--- config.mk ---
export PLATFORM = sky130hd
export DESIGN_NAME = pfoc_top
export DESIGN_NICKNAME = d
export VERILOG_FILES = /design/src/pfoc_pkg.sv /design/src/pfoc_top.sv
export SDC_FILE = /design/constraint.sdc
export NUM_CORES = 2
export LEC_CHECK = 0
export BUFFER_PORTS_ARGS = -buffer_cell sky130_fd_sc_hd__buf_2
export CAP_MARGIN = 20
export CORE_AREA = 2 2 390 392
export CTS_CLUSTER_DIAMETER = 150
export DETAILED_ROUTE_END_ITERATION = 8
export DIE_AREA = 0 0 392 394
export HOLD_SLACK_MARGIN = 0.12
export MAX_ROUTING_LAYER = met4
export PLACE_DENSITY = 0.54
export SETUP_SLACK_MARGIN = 0.02
export SYNTH_ARGS = -nofsm -noshare
export SYNTH_HDL_FRONTEND = slang
export SYNTH_SLANG_ARGS = --single-unit
--- constraint.sdc ---
create_clock -name mclk_in -period 3.24 [get_ports mclk_in]
set_input_delay 0.324 -clock mclk_in [delete_from_list [all_inputs] [get_ports mclk_in]]
set_output_delay 0.324 -clock mclk_in [all_outputs]
set_load 0.02 [all_outputs]
--- src/pfoc_pkg.sv ---
// Package of constants and types for the partitioned flash operation control block
package pfoc_pkg;
  // Array geometry
  localparam int unsigned PART_MBIT       = 4;           // Partition size in Mbit
  localparam int unsigned MAIN_BLK_KWORD  = 32;          // Main block size in Kword
  localparam int unsigned PARAM_BLK_KWORD = 4;           // Parameter block size in Kword
  localparam int unsigned PARAM_BLK_CNT   = 8;           // Parameter blocks per device
  localparam int unsigned PARTS_32M       = 8;           // Partitions at 32 Mbit
  localparam int unsigned PARTS_64M       = 16;          // Partitions at 64 Mbit
  localparam int unsigned PARTS_128M      = 32;          // Partitions at 128 Mbit
  localparam int unsigned NPART           = PARTS_128M;  // Largest density built
  localparam int unsigned PART_W          = 5;           // Partition index width
  localparam int unsigned ADDR_W          = 23;          // Word address width
  localparam int unsigned PART_LSB        = 18;          // 256 Kword per partition
  localparam int unsigned BLK_LSB         = 15;          // 32 Kword block index
  localparam int unsigned DATA_W          = 16;          // Host word, two bytes
  localparam int unsigned OTP_W           = 128;         // One-time protection bits
  localparam int unsigned OTP_HALF        = 64;          // Factory / user split
  localparam logic [63:0] OTP_FACTORY     = 64'h0123456789ABCDEF; // Arbitrary value

  // Write engine timing
  localparam int unsigned PROG_TIME_NS    = 2000;        // Modelled program time
  localparam int unsigned ERASE_TIME_NS   = 20000;       // Modelled erase time
  localparam int unsigned CLK_NS          = 4;           // Clock period
  localparam int unsigned PROG_CYC        = PROG_TIME_NS / CLK_NS;
  localparam int unsigned ERASE_CYC       = ERASE_TIME_NS / CLK_NS;
  localparam int unsigned CNT_W           = 16;

  // APB register offsets
  localparam logic [11:0] REG_READ_SETUP  = 12'h000;     // Read setup register
  localparam logic [11:0] REG_CMD         = 12'h004;     // Command entry
  localparam logic [11:0] REG_ADDR        = 12'h008;     // Command target address
  localparam logic [11:0] REG_DATA        = 12'h00C;     // Program data
  localparam logic [11:0] REG_STATUS      = 12'h010;     // Selected partition status
  localparam logic [11:0] REG_ENGINE      = 12'h014;     // Engine state
  localparam logic [11:0] REG_OTP_SEL     = 12'h018;     // OTP word select
  localparam logic [11:0] REG_OTP_DATA    = 12'h01C;     // OTP word read

  // Read setup fields
  localparam int unsigned RS_SYNC         = 15;          // 1 = burst mode
  localparam int unsigned RS_LAT_LSB      = 11;          // Latency count [13:11]
  localparam int unsigned RS_WAIT_POL     = 10;          // Wait active high
  localparam int unsigned RS_HALF_RATE    = 9;           // Data every second clock
  localparam logic [15:0] RS_RESET        = 16'h0000;

  // Status fields
  localparam int unsigned ST_READY        = 7;
  localparam int unsigned ST_ERS_SUSP     = 6;
  localparam int unsigned ST_ERS_FAIL     = 5;
  localparam int unsigned ST_PRG_FAIL     = 4;
  localparam int unsigned ST_SUPPLY_LOW   = 3;
  localparam int unsigned ST_PRG_SUSP     = 2;
  localparam int unsigned ST_LOCKED       = 1;
  localparam logic [7:0]  ST_RESET        = 8'h80;

  // Commands
  typedef enum logic [3:0] {
    CMD_PROGRAM   = 4'h1,
    CMD_ERASE     = 4'h2,
    CMD_SUSPEND   = 4'h3,
    CMD_RESUME    = 4'h4,
    CMD_LOCK      = 4'h5,
    CMD_UNLOCK    = 4'h6,
    CMD_LOCKDOWN  = 4'h7,
    CMD_CLR_STAT  = 4'h8,
    CMD_OTP_PROG  = 4'h9
  } pfoc_cmd_e;

  // Write engine states
  typedef enum logic [2:0] {
    ENG_IDLE      = 3'b000,
    ENG_PROG      = 3'b001,
    ENG_ERASE     = 3'b010,
    ENG_ERS_SUSP  = 3'b011,
    ENG_NEST_PROG = 3'b100,
    ENG_BOTH_SUSP = 3'b101
  } pfoc_eng_e;

  // Host flash bus inputs
  typedef struct packed {
    logic              ce_n;
    logic              oe_n;
    logic              adv_n;
    logic [ADDR_W-1:0] addr;
  } pfoc_host_s;

  // Array read port
  typedef struct packed {
    logic              req;
    logic [ADDR_W-1:0] addr;
  } pfoc_arr_s;
endpackage

--- src/pfoc_top.sv ---
// Partitioned flash read path, write engine and command registers
//
// The implementer's own choices: the APB register port and the register addresses.
`timescale 1ns/1ns
`default_nettype none
module pfoc_top (
  // Clock and reset
  input  wire logic                    mclk_in,
  input  wire logic                    srst_in,
  // APB slave
  input  wire logic                    psel_in,
  input  wire logic                    penable_in,
  input  wire logic                    pwrite_in,
  input  wire logic [11:0]             paddr_in,
  input  wire logic [31:0]             pwdata_in,
  output logic      [31:0]             prdata_out,
  output logic                         pready_out,
  output logic                         pslverr_out,
  // Host flash bus pins
  input  wire pfoc_pkg::pfoc_host_s    host_in,
  input  wire logic                    burst_clk_in,
  input  wire logic                    rst_n_in,
  input  wire logic                    supply_low_in,
  input  wire logic [1:0]              density_in,
  // Array interface
  output pfoc_pkg::pfoc_arr_s          arr_out,
  input  wire logic [15:0]             arr_data_in,
  // Host data and status pins
  output logic      [15:0]             data_out,
  output logic                         data_oe_out,
  output logic                         wait_out,
  output logic                         standby_out,
  output logic                         power_save_out
);
  import pfoc_pkg::*;

  // Pin synchronisers, two stages each
  pfoc_host_s host_s1, host_q;                 // Host bus stages
  logic [2:0] pin_s1, pin_q;                   // Burst clock, reset pin, supply
  always_ff @(posedge mclk_in) begin
    host_s1 <= host_in;
    host_q  <= host_s1;
    pin_s1  <= {burst_clk_in, rst_n_in, supply_low_in};
    pin_q   <= pin_s1;
  end
  logic pin_rst, supply_low, bclk_q, bclk_d;
  assign pin_rst    = srst_in | ~pin_q[1];     // Pin reset joins system reset
  assign supply_low = pin_q[0];
  assign bclk_q     = pin_q[2];
  always_ff @(posedge mclk_in) bclk_d <= bclk_q;
  logic bclk_rise;                             // Valid burst clock edge
  assign bclk_rise = bclk_q & ~bclk_d;

  // Registers
  logic [15:0]       read_setup;               // Read setup register
  logic [ADDR_W-1:0] cmd_addr;                 // Command target
  logic [DATA_W-1:0] cmd_data;                 // Program data
  logic [PART_W-1:0] stat_sel;                 // Partition chosen for status reads
  logic [7:0]        part_stat [NPART];        // Per-partition status
  logic [2:0]        otp_sel;                  // OTP word index
  logic [OTP_HALF-1:0] otp_user;               // User OTP cells
  logic [OTP_HALF-1:0] otp_written;            // User cells already programmed
  logic [255:0]      blk_lock, blk_down;       // Main block protection

  // APB decode
  logic apb_wr, apb_rd, addr_ok;
  assign apb_wr = psel_in & penable_in & pwrite_in;
  assign apb_rd = psel_in & ~pwrite_in;
  assign addr_ok = paddr_in <= REG_OTP_DATA && paddr_in[1:0] == 2'b00;
  assign pready_out  = 1'b1;                   // Zero wait state slave
  assign pslverr_out = psel_in & penable_in & ~addr_ok;

  // Partition count from density strap
  logic [5:0] part_cnt;
  always_comb begin
    unique case (density_in)
      2'b00:   part_cnt = 6'(PARTS_32M);
      2'b01:   part_cnt = 6'(PARTS_64M);
      default: part_cnt = 6'(PARTS_128M);
    endcase
  end

  // Read setup register: reset to page mode
  always_ff @(posedge mclk_in) begin
    if (pin_rst) begin
      read_setup <= RS_RESET;
    end else if (apb_wr && paddr_in == REG_READ_SETUP) begin
      read_setup <= pwdata_in[15:0];
    end
  end

  // Command address, data and OTP select
  always_ff @(posedge mclk_in) begin
    if (srst_in) begin
      cmd_addr <= '0;
      cmd_data <= '0;
      otp_sel  <= '0;
    end else if (apb_wr) begin
      if (paddr_in == REG_ADDR) cmd_addr <= pwdata_in[ADDR_W-1:0];
      if (paddr_in == REG_DATA) cmd_data <= pwdata_in[DATA_W-1:0];
      if (paddr_in == REG_OTP_SEL) otp_sel <= pwdata_in[2:0];
    end
  end
  // Command decode
  logic       cmd_wr;
  pfoc_cmd_e  cmd;
  assign cmd_wr = apb_wr && paddr_in == REG_CMD;
  assign cmd    = pfoc_cmd_e'(pwdata_in[3:0]);
  logic [PART_W-1:0] tgt_part;
  logic [7:0]        tgt_blk;
  logic              tgt_param;                // Address hits a small block
  assign tgt_part  = cmd_addr[PART_LSB +: PART_W];
  assign tgt_blk   = cmd_addr[BLK_LSB +: 8];
  assign tgt_param = tgt_blk == 8'h00;                 // Bottom parameter blocks

  // Write engine
  pfoc_eng_e         eng, next_eng;
  logic [CNT_W-1:0]  eng_cnt;                  // Remaining busy cycles
  logic [CNT_W-1:0]  ers_left;                 // Erase time saved when a nested program starts
  logic [PART_W-1:0] busy_part;                // Partition running the current algorithm
  logic [7:0]        ers_blk;                  // Block whose erase is suspended
  logic [PART_W-1:0] ers_part;
  logic              op_ok, go_prog, go_erase, blk_prot;
  assign blk_prot = blk_lock[tgt_blk];
  // Operation allowed: supply good, block unlocked, part in range
  assign op_ok = !supply_low && !blk_prot &&
                 6'(tgt_part) < part_cnt;
  assign go_prog  = cmd_wr && cmd == CMD_PROGRAM && op_ok &&
                    (eng == ENG_IDLE ||
                     (eng == ENG_ERS_SUSP &&
                      !(tgt_blk == ers_blk && tgt_part == ers_part)));
  assign go_erase = cmd_wr && cmd == CMD_ERASE && op_ok && eng == ENG_IDLE;

  // Engine next state
  always_comb begin
    next_eng = eng;
    unique case (eng)
      ENG_IDLE: begin
        if (go_prog) next_eng = ENG_PROG;
        else if (go_erase) next_eng = ENG_ERASE;
      end
      ENG_PROG: begin
        if (eng_cnt == '0) next_eng = ENG_IDLE;
      end
      ENG_ERASE: begin
        if (eng_cnt == '0) next_eng = ENG_IDLE;
        else if (cmd_wr && cmd == CMD_SUSPEND) next_eng = ENG_ERS_SUSP;
      end
      ENG_ERS_SUSP: begin
        if (go_prog) next_eng = ENG_NEST_PROG;
        else if (cmd_wr && cmd == CMD_RESUME) next_eng = ENG_ERASE;
      end
      ENG_NEST_PROG: begin
        if (eng_cnt == '0) next_eng = ENG_ERS_SUSP;
        else if (cmd_wr && cmd == CMD_SUSPEND) next_eng = ENG_BOTH_SUSP;
      end
      ENG_BOTH_SUSP: begin
        if (cmd_wr && cmd == CMD_RESUME) next_eng = ENG_NEST_PROG;
      end
      default: next_eng = ENG_IDLE;
    endcase
  end

  // Engine state and timing; pin reset aborts the algorithm
  always_ff @(posedge mclk_in) begin
    if (pin_rst) begin
      eng       <= ENG_IDLE;
      eng_cnt   <= '0;
      ers_left  <= '0;
      busy_part <= '0;
      ers_blk   <= '0;
      ers_part  <= '0;
    end else begin
      eng <= next_eng;
      if (go_erase) begin
        eng_cnt   <= CNT_W'(ERASE_CYC);
        busy_part <= tgt_part;
        ers_blk   <= tgt_blk;
        ers_part  <= tgt_part;
      end else if (go_prog) begin
        if (eng == ENG_ERS_SUSP) ers_left <= eng_cnt;
        eng_cnt   <= CNT_W'(PROG_CYC);
        busy_part <= tgt_part;
      end else if (eng == ENG_NEST_PROG && eng_cnt == '0) begin
        eng_cnt   <= ers_left;                   // Restore erase time
        busy_part <= ers_part;
      end else if ((eng == ENG_PROG || eng == ENG_ERASE || eng == ENG_NEST_PROG)
                   && eng_cnt != '0 && next_eng == eng) begin
        eng_cnt <= eng_cnt - 1'b1;               // Frozen while suspended
      end
    end
  end

  // Per-partition status registers
  logic [NPART-1:0] stat_sel_hit;
  generate
    for (genvar p = 0; p < NPART; p++) begin : g_stat
      logic mine;
      assign mine = busy_part == PART_W'(p) && eng != ENG_IDLE;
      assign stat_sel_hit[p] = mine;
      always_ff @(posedge mclk_in) begin
        if (pin_rst) begin
          part_stat[p] <= ST_RESET;
        end else if (cmd_wr && cmd == CMD_CLR_STAT && tgt_part == PART_W'(p)) begin
          part_stat[p] <= ST_RESET;
        end else begin
          // Busy when this partition owns a running algorithm
          part_stat[p][ST_READY] <= !(mine &&
              (next_eng == ENG_PROG || next_eng == ENG_ERASE ||
               next_eng == ENG_NEST_PROG));
          part_stat[p][ST_ERS_SUSP] <= (next_eng == ENG_ERS_SUSP ||
              next_eng == ENG_NEST_PROG || next_eng == ENG_BOTH_SUSP)
              && ers_part == PART_W'(p);
          part_stat[p][ST_PRG_SUSP] <= next_eng == ENG_BOTH_SUSP && mine;
          // Program and erase failure flags are sticky until cleared; supply and lock bits show the last refusal
          if (cmd_wr && tgt_part == PART_W'(p) && (cmd == CMD_PROGRAM ||
              cmd == CMD_ERASE) && !op_ok) begin
            part_stat[p][ST_SUPPLY_LOW] <= supply_low;
            part_stat[p][ST_LOCKED]     <= blk_prot;
            if (cmd == CMD_PROGRAM) part_stat[p][ST_PRG_FAIL] <= 1'b1;
            else part_stat[p][ST_ERS_FAIL] <= 1'b1;
          end
        end
      end
    end
  endgenerate

  // Block protection; lock-down only cleared by reset
  always_ff @(posedge mclk_in) begin
    if (pin_rst) begin
      blk_lock <= '1;
      blk_down <= '0;
    end else if (cmd_wr) begin
      if (cmd == CMD_LOCK) blk_lock[tgt_blk] <= 1'b1;
      if (cmd == CMD_UNLOCK && !blk_down[tgt_blk])
        blk_lock[tgt_blk] <= 1'b0;
      if (cmd == CMD_LOCKDOWN) begin
        blk_lock[tgt_blk] <= 1'b1;
        blk_down[tgt_blk] <= 1'b1;
      end
    end
  end

  // User OTP cells; each bit programmable once, zero going to one
  always_ff @(posedge mclk_in) begin
    if (srst_in) begin
      otp_user    <= '0;                         // Stands in for erased cells
      otp_written <= '0;
    end else if (cmd_wr && cmd == CMD_OTP_PROG && !supply_low && otp_sel[2]) begin
      otp_user[otp_sel[1:0]*16 +: 16]    <= otp_user[otp_sel[1:0]*16 +: 16] |
          (cmd_data & ~otp_written[otp_sel[1:0]*16 +: 16]);
      otp_written[otp_sel[1:0]*16 +: 16] <= otp_written[otp_sel[1:0]*16 +: 16] |
          cmd_data;
    end
  end
  logic [OTP_W-1:0] otp_all;
  assign otp_all = {otp_user, OTP_FACTORY};

  // APB read data
  always_ff @(posedge mclk_in) begin
    if (srst_in) begin
      prdata_out <= '0;
      stat_sel   <= '0;
    end else begin
      if (apb_wr && paddr_in == REG_ADDR) stat_sel <= pwdata_in[PART_LSB +: PART_W];
      if (apb_rd && !penable_in) begin
        unique case (paddr_in)
          REG_READ_SETUP: prdata_out <= {16'h0000, read_setup};
          REG_ADDR:       prdata_out <= 32'(cmd_addr);
          REG_DATA:       prdata_out <= {16'h0000, cmd_data};
          REG_STATUS:     prdata_out <= {24'h000000, part_stat[stat_sel]};
          REG_ENGINE:     prdata_out <= {18'h00000, part_cnt, 2'b00,  // Count kept off state
                                        eng, 3'b000};
          REG_OTP_SEL:    prdata_out <= {29'h00000000, otp_sel};
          REG_OTP_DATA:   prdata_out <= {16'h0000, otp_all[otp_sel*16 +: 16]};
          default:        prdata_out <= '0;
        endcase
      end
    end
  end

  // Host read path: page mode or burst mode
  logic              sync_mode;
  logic [ADDR_W-1:0] burst_addr;               // Internal burst counter
  logic [2:0]        lat_cnt;                  // Initial latency remaining
  logic              half_ph;                  // Second clock phase toggle
  logic              in_burst, data_vld;
  assign sync_mode = read_setup[RS_SYNC];
  always_ff @(posedge mclk_in) begin
    if (pin_rst || host_q.ce_n) begin
      burst_addr <= '0;
      lat_cnt    <= '0;
      half_ph    <= 1'b0;
      in_burst   <= 1'b0;
      data_vld   <= 1'b0;
    end else if (!host_q.adv_n) begin
      burst_addr <= host_q.addr;               // Address latch
      lat_cnt    <= read_setup[RS_LAT_LSB +: 3];
      half_ph    <= 1'b0;
      in_burst   <= sync_mode;
      data_vld   <= !sync_mode;
    end else if (in_burst && bclk_rise) begin
      if (lat_cnt != '0) begin
        lat_cnt  <= lat_cnt - 1'b1;
        data_vld <= 1'b0;
      end else begin
        half_ph  <= read_setup[RS_HALF_RATE] ? ~half_ph : 1'b0;
        data_vld <= 1'b1;
        // Counter wraps freely through partition edges
        if (!half_ph) burst_addr <= burst_addr + 1'b1;
      end
    end else if (!in_burst) begin
      burst_addr <= host_q.addr;               // Page mode follows pins
      data_vld   <= !host_q.oe_n;
    end
  end

  // Array fetch and host data output
  assign arr_out.req  = !host_q.ce_n && !host_q.oe_n && !pin_rst;
  assign arr_out.addr = burst_addr;
  always_ff @(posedge mclk_in) begin
    if (pin_rst) begin
      data_out    <= '0;
      data_oe_out <= 1'b0;
    end else begin
      data_out    <= arr_data_in;
      data_oe_out <= !host_q.ce_n && !host_q.oe_n;
    end
  end

  // Wait pin: asserted in burst mode while data not yet valid, polarity programmable
  always_ff @(posedge mclk_in) begin
    if (pin_rst) begin
      wait_out <= 1'b0;
    end else begin
      wait_out <= (in_burst && !data_vld) ~^ read_setup[RS_WAIT_POL];
    end
  end

  // Power states
  always_ff @(posedge mclk_in) begin
    if (srst_in) begin
      standby_out    <= 1'b1;
      power_save_out <= 1'b0;
    end else begin
      standby_out    <= host_q.ce_n || !pin_q[1];
      power_save_out <= !host_q.ce_n && host_q.oe_n && eng == ENG_IDLE;
    end
  end
endmodule
`default_nettype wire

==> impl.org <==
** Routing
- First-pass DRT Iterations :: 5
- The detailed router placed just over 40,000 vias in this run.
- Routed length per placed instance :: ~22 um
- Number of nets with antenna violations after routing :: 0
- In the routed design, unresolved DRC markers number 0.
- After detailed routing, the total wire length is 166.4 mm.
- Via count normalized by instance count :: 5.442
- DRT iter0 DRCs :: 4,027

** STA
- For this run, the top clock speed supported by timing is 0.2705 GHz.
- For the final database, setup skew stands at 0.05799 ns.
- The worst pin sits at a relative slew slack of 35.08%.
- Across all setup checks in the final design, the least slack found is -0.4575 ns.
- At the pin with the least slew margin, the transition time is 0.9738 ns.
- The final count of hold timing violations was 0.
- Setup violations, final :: 598
- The worst path uses 114.1% of the clock period.
- Setup repair after global routing could not meet its margin everywhere.
- Max-slew violation count :: 0
- Time the final worst path needs with I/O delays and setup :: between 3 and 4 ns

** Worst setup path
- Data arrival time of the critical path :: 4.13 ns
- Setup crit end kind :: flop
- Traced cell by cell, the critical path runs through buf_12 > buf_12 > mux4_2 > mux2_4 > o22ai_4 > nor4_2 > a21oi_1 > nand4b_1 > buf_12 > a211o_1 > o211ai_1 > clkbuf_16 > xnor2_4 > buf_12 > buf_12 > nand4_1.
- Cell repeated most along the worst path :: sky130_fd_sc_hd__buf_12
- WS Path Type :: flop to flop
- Buffering stage count on the worst path with inverters included :: 6
- CP startpoint kind :: flop
- Largest driver fanout on the critical path :: 8
- The largest single stage delay on the critical path is 0.50 ns.
- Critical path's top delay family :: buffers and inverters
- Among all stages on the critical path, the largest delay is contributed by sky130_fd_sc_hd__mux4_2.
- Data on the critical path is required at its endpoint by 3.67 ns.

** Pwr
- Switching power share of the total :: a little under a quarter
- Power per cell area :: 485.7 nW/um^2
- The internal power of the cells totals 22.72 mW.
- The analysis attributes to net switching a power of ~6.7 mW.
- Static Leak :: 20.54 nW
- Combinational group share of total power :: 3.0%
- Maximum resistive drop on vdd :: 0.5590 mV
- Of the total power, the clock network draws 48.5%.
- Share of total power in sequential cells :: 48.5%

** Global routing
- The first global-routing pass estimated approximately 250 mm of wire.
- Initial antenna violation count :: 4
- Global routing used 21.60% of the available tracks across all layers.
- Congestion Overflow GR :: 0
- Number of global-route vias before repair :: just under 40,000
- Entering global routing, the biggest net connects 195 pins.

** Clocking
- Clock insertion delay at the later pin of the skew report :: 0.79 ns
- CTS tree :: built
- Number of clock sinks seen by CTS :: 1,106
- The H-tree generated during clock tree synthesis spans 4 levels.
- Root Buffer Master :: sky130_fd_sc_hd__clkbuf_16
- Clock slew seen by the registers of the worst setup and hold paths :: 0.05 ns
- Clock buffer count from CTS :: 131
- CTS Buffer Depth :: 3

** Placed design
- Quantity of I/O buffers inserted on ports :: 154
- Once placement finished, the instance area stood at between 50,000 and 60,000 um^2.
- HPWL after detailed placement :: 106.3 mm
- The congestion estimate from routability-driven global placement came to 0.9303.
- At the placement stage, the worst setup path has a slack of -0.5526 ns.

** Synthesis
- YS warnings :: 0
- Counting flops and latches in the post-synthesis netlist gives around 1,100.
- Area leader, netlist :: sky130_fd_sc_hd__dfxtp_1
- For this run, asynchronously set or reset flops after synthesis account for 0%.
- Most instantiated flip-flop cell in the synthesis netlist :: sky130_fd_sc_hd__dfxtp_1
- Area share of the leading cell type in the synthesized netlist :: between 30% and 40%
- Each instance of the synthesized netlist takes up on average 9.910 um^2.
- Synth Cell Area :: 47,800 um^2
- After synthesis, the netlist uses 75 different library cells.
- Count of flip-flops with a built-in enable after synthesis :: between 200 and 250
- Counting every instance in the synthesized netlist gives 4,823.
- Register area share after synthesis :: between 50% and 60%
- Leading cell type by number of instances after synthesis :: sky130_fd_sc_hd__dfxtp_1
- Largest cells by area after synthesis :: sky130_fd_sc_hd__dfxtp_1 37%, sky130_fd_sc_hd__edfxtp_1 14%, sky130_fd_sc_hd__mux4_2 9.7%, sky130_fd_sc_hd__a21oi_1 7.4%, sky130_fd_sc_hd__nor2_1 4.7%
- By count the netlist is led by 882 x sky130_fd_sc_hd__dfxtp_1, 709 x sky130_fd_sc_hd__a21oi_1, 601 x sky130_fd_sc_hd__nor2_1.

** Die
- Core region area :: 150,700 um^2
- Total die area :: 154,400 um^2
- Placement Rows :: 143
- Die Span Y :: 394 um
- Measured along the x axis, the die boundary spans 392 um.
- Initial core utilization :: 31.73%
- I/O pin count :: between 150 and 200

** Finish
- In the final layout, the share of cells above drive strength 1 is 23.70%.
- Area of all placed cells without fillers :: just over 60,000 um^2
- Area grow syn2layout :: 26.91%
- For this run, the post-layout net count is 5,430.

** Run status
- The run finished, with violations left.
- The final reports fail on setup timing.

** Worst hold path
- Type of the worst min-delay path :: primary input to flop

** Flow run
- Across the run, the number of max-cap violations was 0.
-- final cells by class --
| class | count | area, um^2 |
|---|---|---|
| fill | 14605 | 89990 |
| sequential | 1106 | 24410 |
| multi-input combinational | 3343 | 22890 |
| timing repair buffer | 710 | 6526 |
| clock buffer | 184 | 3687 |
| tap | 2030 | 2540 |
| clock inverter | 48 | 490.5 |
| inverter | 32 | 120.1 |
| antenna | 1 | 2.502 |
-- per-stage QoR --
step	hold WS, ns	total power [mW]	TNS [ns]	instances	utilization [%]
final	0.1834	29.46	-152.49	7454	40.27
after global routing	0.1420	30.41	-208.01	7454	40.27
after CTS	0.1221	29.76	-127.90	7432	39.77
after detailed placement	0.3121	15.36	-184.87	7110	36.16
after global placement	0.3105	15.35	-162.48	7110	36.16
after floorplan	0.3096	14.98	-5.546	4927	-
-- registers in the layout, summed over array words and instances, names as in the netlist, 26 cells and up, named ones only --
| signal | flops |
|---|---|
| part_stat | 224 |
| otp_written | 64 |
| blk_down | 256 |
| host_q | 26 |
| otp_user | 64 |
| blk_lock | 255 |
| host_s1 | 26 |
-- cell families (layout without fill, tap and decap cells) --
family | Yosys count | after routing | synth area share (%)
AOI/OAI and AO/OA | 1409 | 1409 | 17.62
xor gates and xnor gates | 24 | 24 | 0.4398
adders and majority gates | 10 | 10 | 0.2618
buffers and inverters | 478 | 974 | 4.157
DFF | 1106 | 1106 | 51.01
muxes | 339 | 339 | 12.49
other | 2 | 107 | 0.01571
and+or+nand+nor | 1455 | 1455 | 13.99
-- power by group through the flow --
stage               sequential, mW  clock [mW]  combinational [mW]
floorplan                     14.6           0               0.400
global placement              14.6           0               0.770
detailed placement            14.6           0               0.774
CTS                           14.3        14.6               0.858
global route                  14.3        15.2               0.933
finish                        14.3        14.3               0.876
-- layout by cell type (no fill, tap or decap), types with 26 or more instances in the layout --
master and instances:
sky130_fd_sc_hd__mux2i_1 121, sky130_fd_sc_hd__clkbuf_1 32, sky130_fd_sc_hd__conb_1 106, sky130_fd_sc_hd__nor4_2 31, sky130_fd_sc_hd__nor3_1 127, sky130_fd_sc_hd__buf_2 153
sky130_fd_sc_hd__dfxtp_1 870, sky130_fd_sc_hd__and2_1 30, sky130_fd_sc_hd__dlygate4sd3_1 79, sky130_fd_sc_hd__o21ai_0 105, sky130_fd_sc_hd__nand4_1 31, sky130_fd_sc_hd__nand3_1 118
sky130_fd_sc_hd__a22oi_1 170, sky130_fd_sc_hd__edfxtp_1 224, sky130_fd_sc_hd__nand2_1 296, sky130_fd_sc_hd__buf_4 359, sky130_fd_sc_hd__nor2_2 26, sky130_fd_sc_hd__clkbuf_16 137
sky130_fd_sc_hd__o21ai_1 67, sky130_fd_sc_hd__a21oi_1 646, sky130_fd_sc_hd__inv_1 31, sky130_fd_sc_hd__nor2_1 574, sky130_fd_sc_hd__a211oi_1 266, sky130_fd_sc_hd__nand2b_1 44
sky130_fd_sc_hd__buf_12 88, sky130_fd_sc_hd__mux4_2 205, sky130_fd_sc_hd__a21oi_2 63
-- repair_timing --
| action | in CTS | in global routing |
|---|---|---|
| hold buffers | 79 | 0 |
| endpoints found under the hold margin | 123 | 0 |
| setup endpoints to repair | 619 | 627 |
| setup buffers | 10 | 16 |
| resized for setup | 56 | 92 |
| pin swaps | 5 | 24 |
| gates cloned | 2 | 6 |
-- layer usage --
metal	wire length [um]	global-route usage (%)	part of all wire [%]
met5	0	-	0
met4	5229	6.710	3.1
met3	12700	4.041	7.6
met2	76370	32.98	46
met1	72080	28.91	43
-- final timing paths --
check | startpoint | endpoint | slack, ns | depth (start not counted)
setup / recovery | cmd_addr[16]$_SDFFE_PP0P_ | part_stat[4][6]$_SDFFCE_PN1P_ | -0.46 | 16
hold / removal | supply_low_in | pin_s1[0]$_DFF_P_ | 0.18 | 2
setup reg to reg | cmd_addr[16]$_SDFFE_PP0P_ | part_stat[4][6]$_SDFFCE_PN1P_ | -0.46 | 16
hold reg to reg | host_s1[10]$_DFF_P_ | host_q[10]$_DFF_P_ | 0.31 | 0
(Power assumes the default switching activity.)
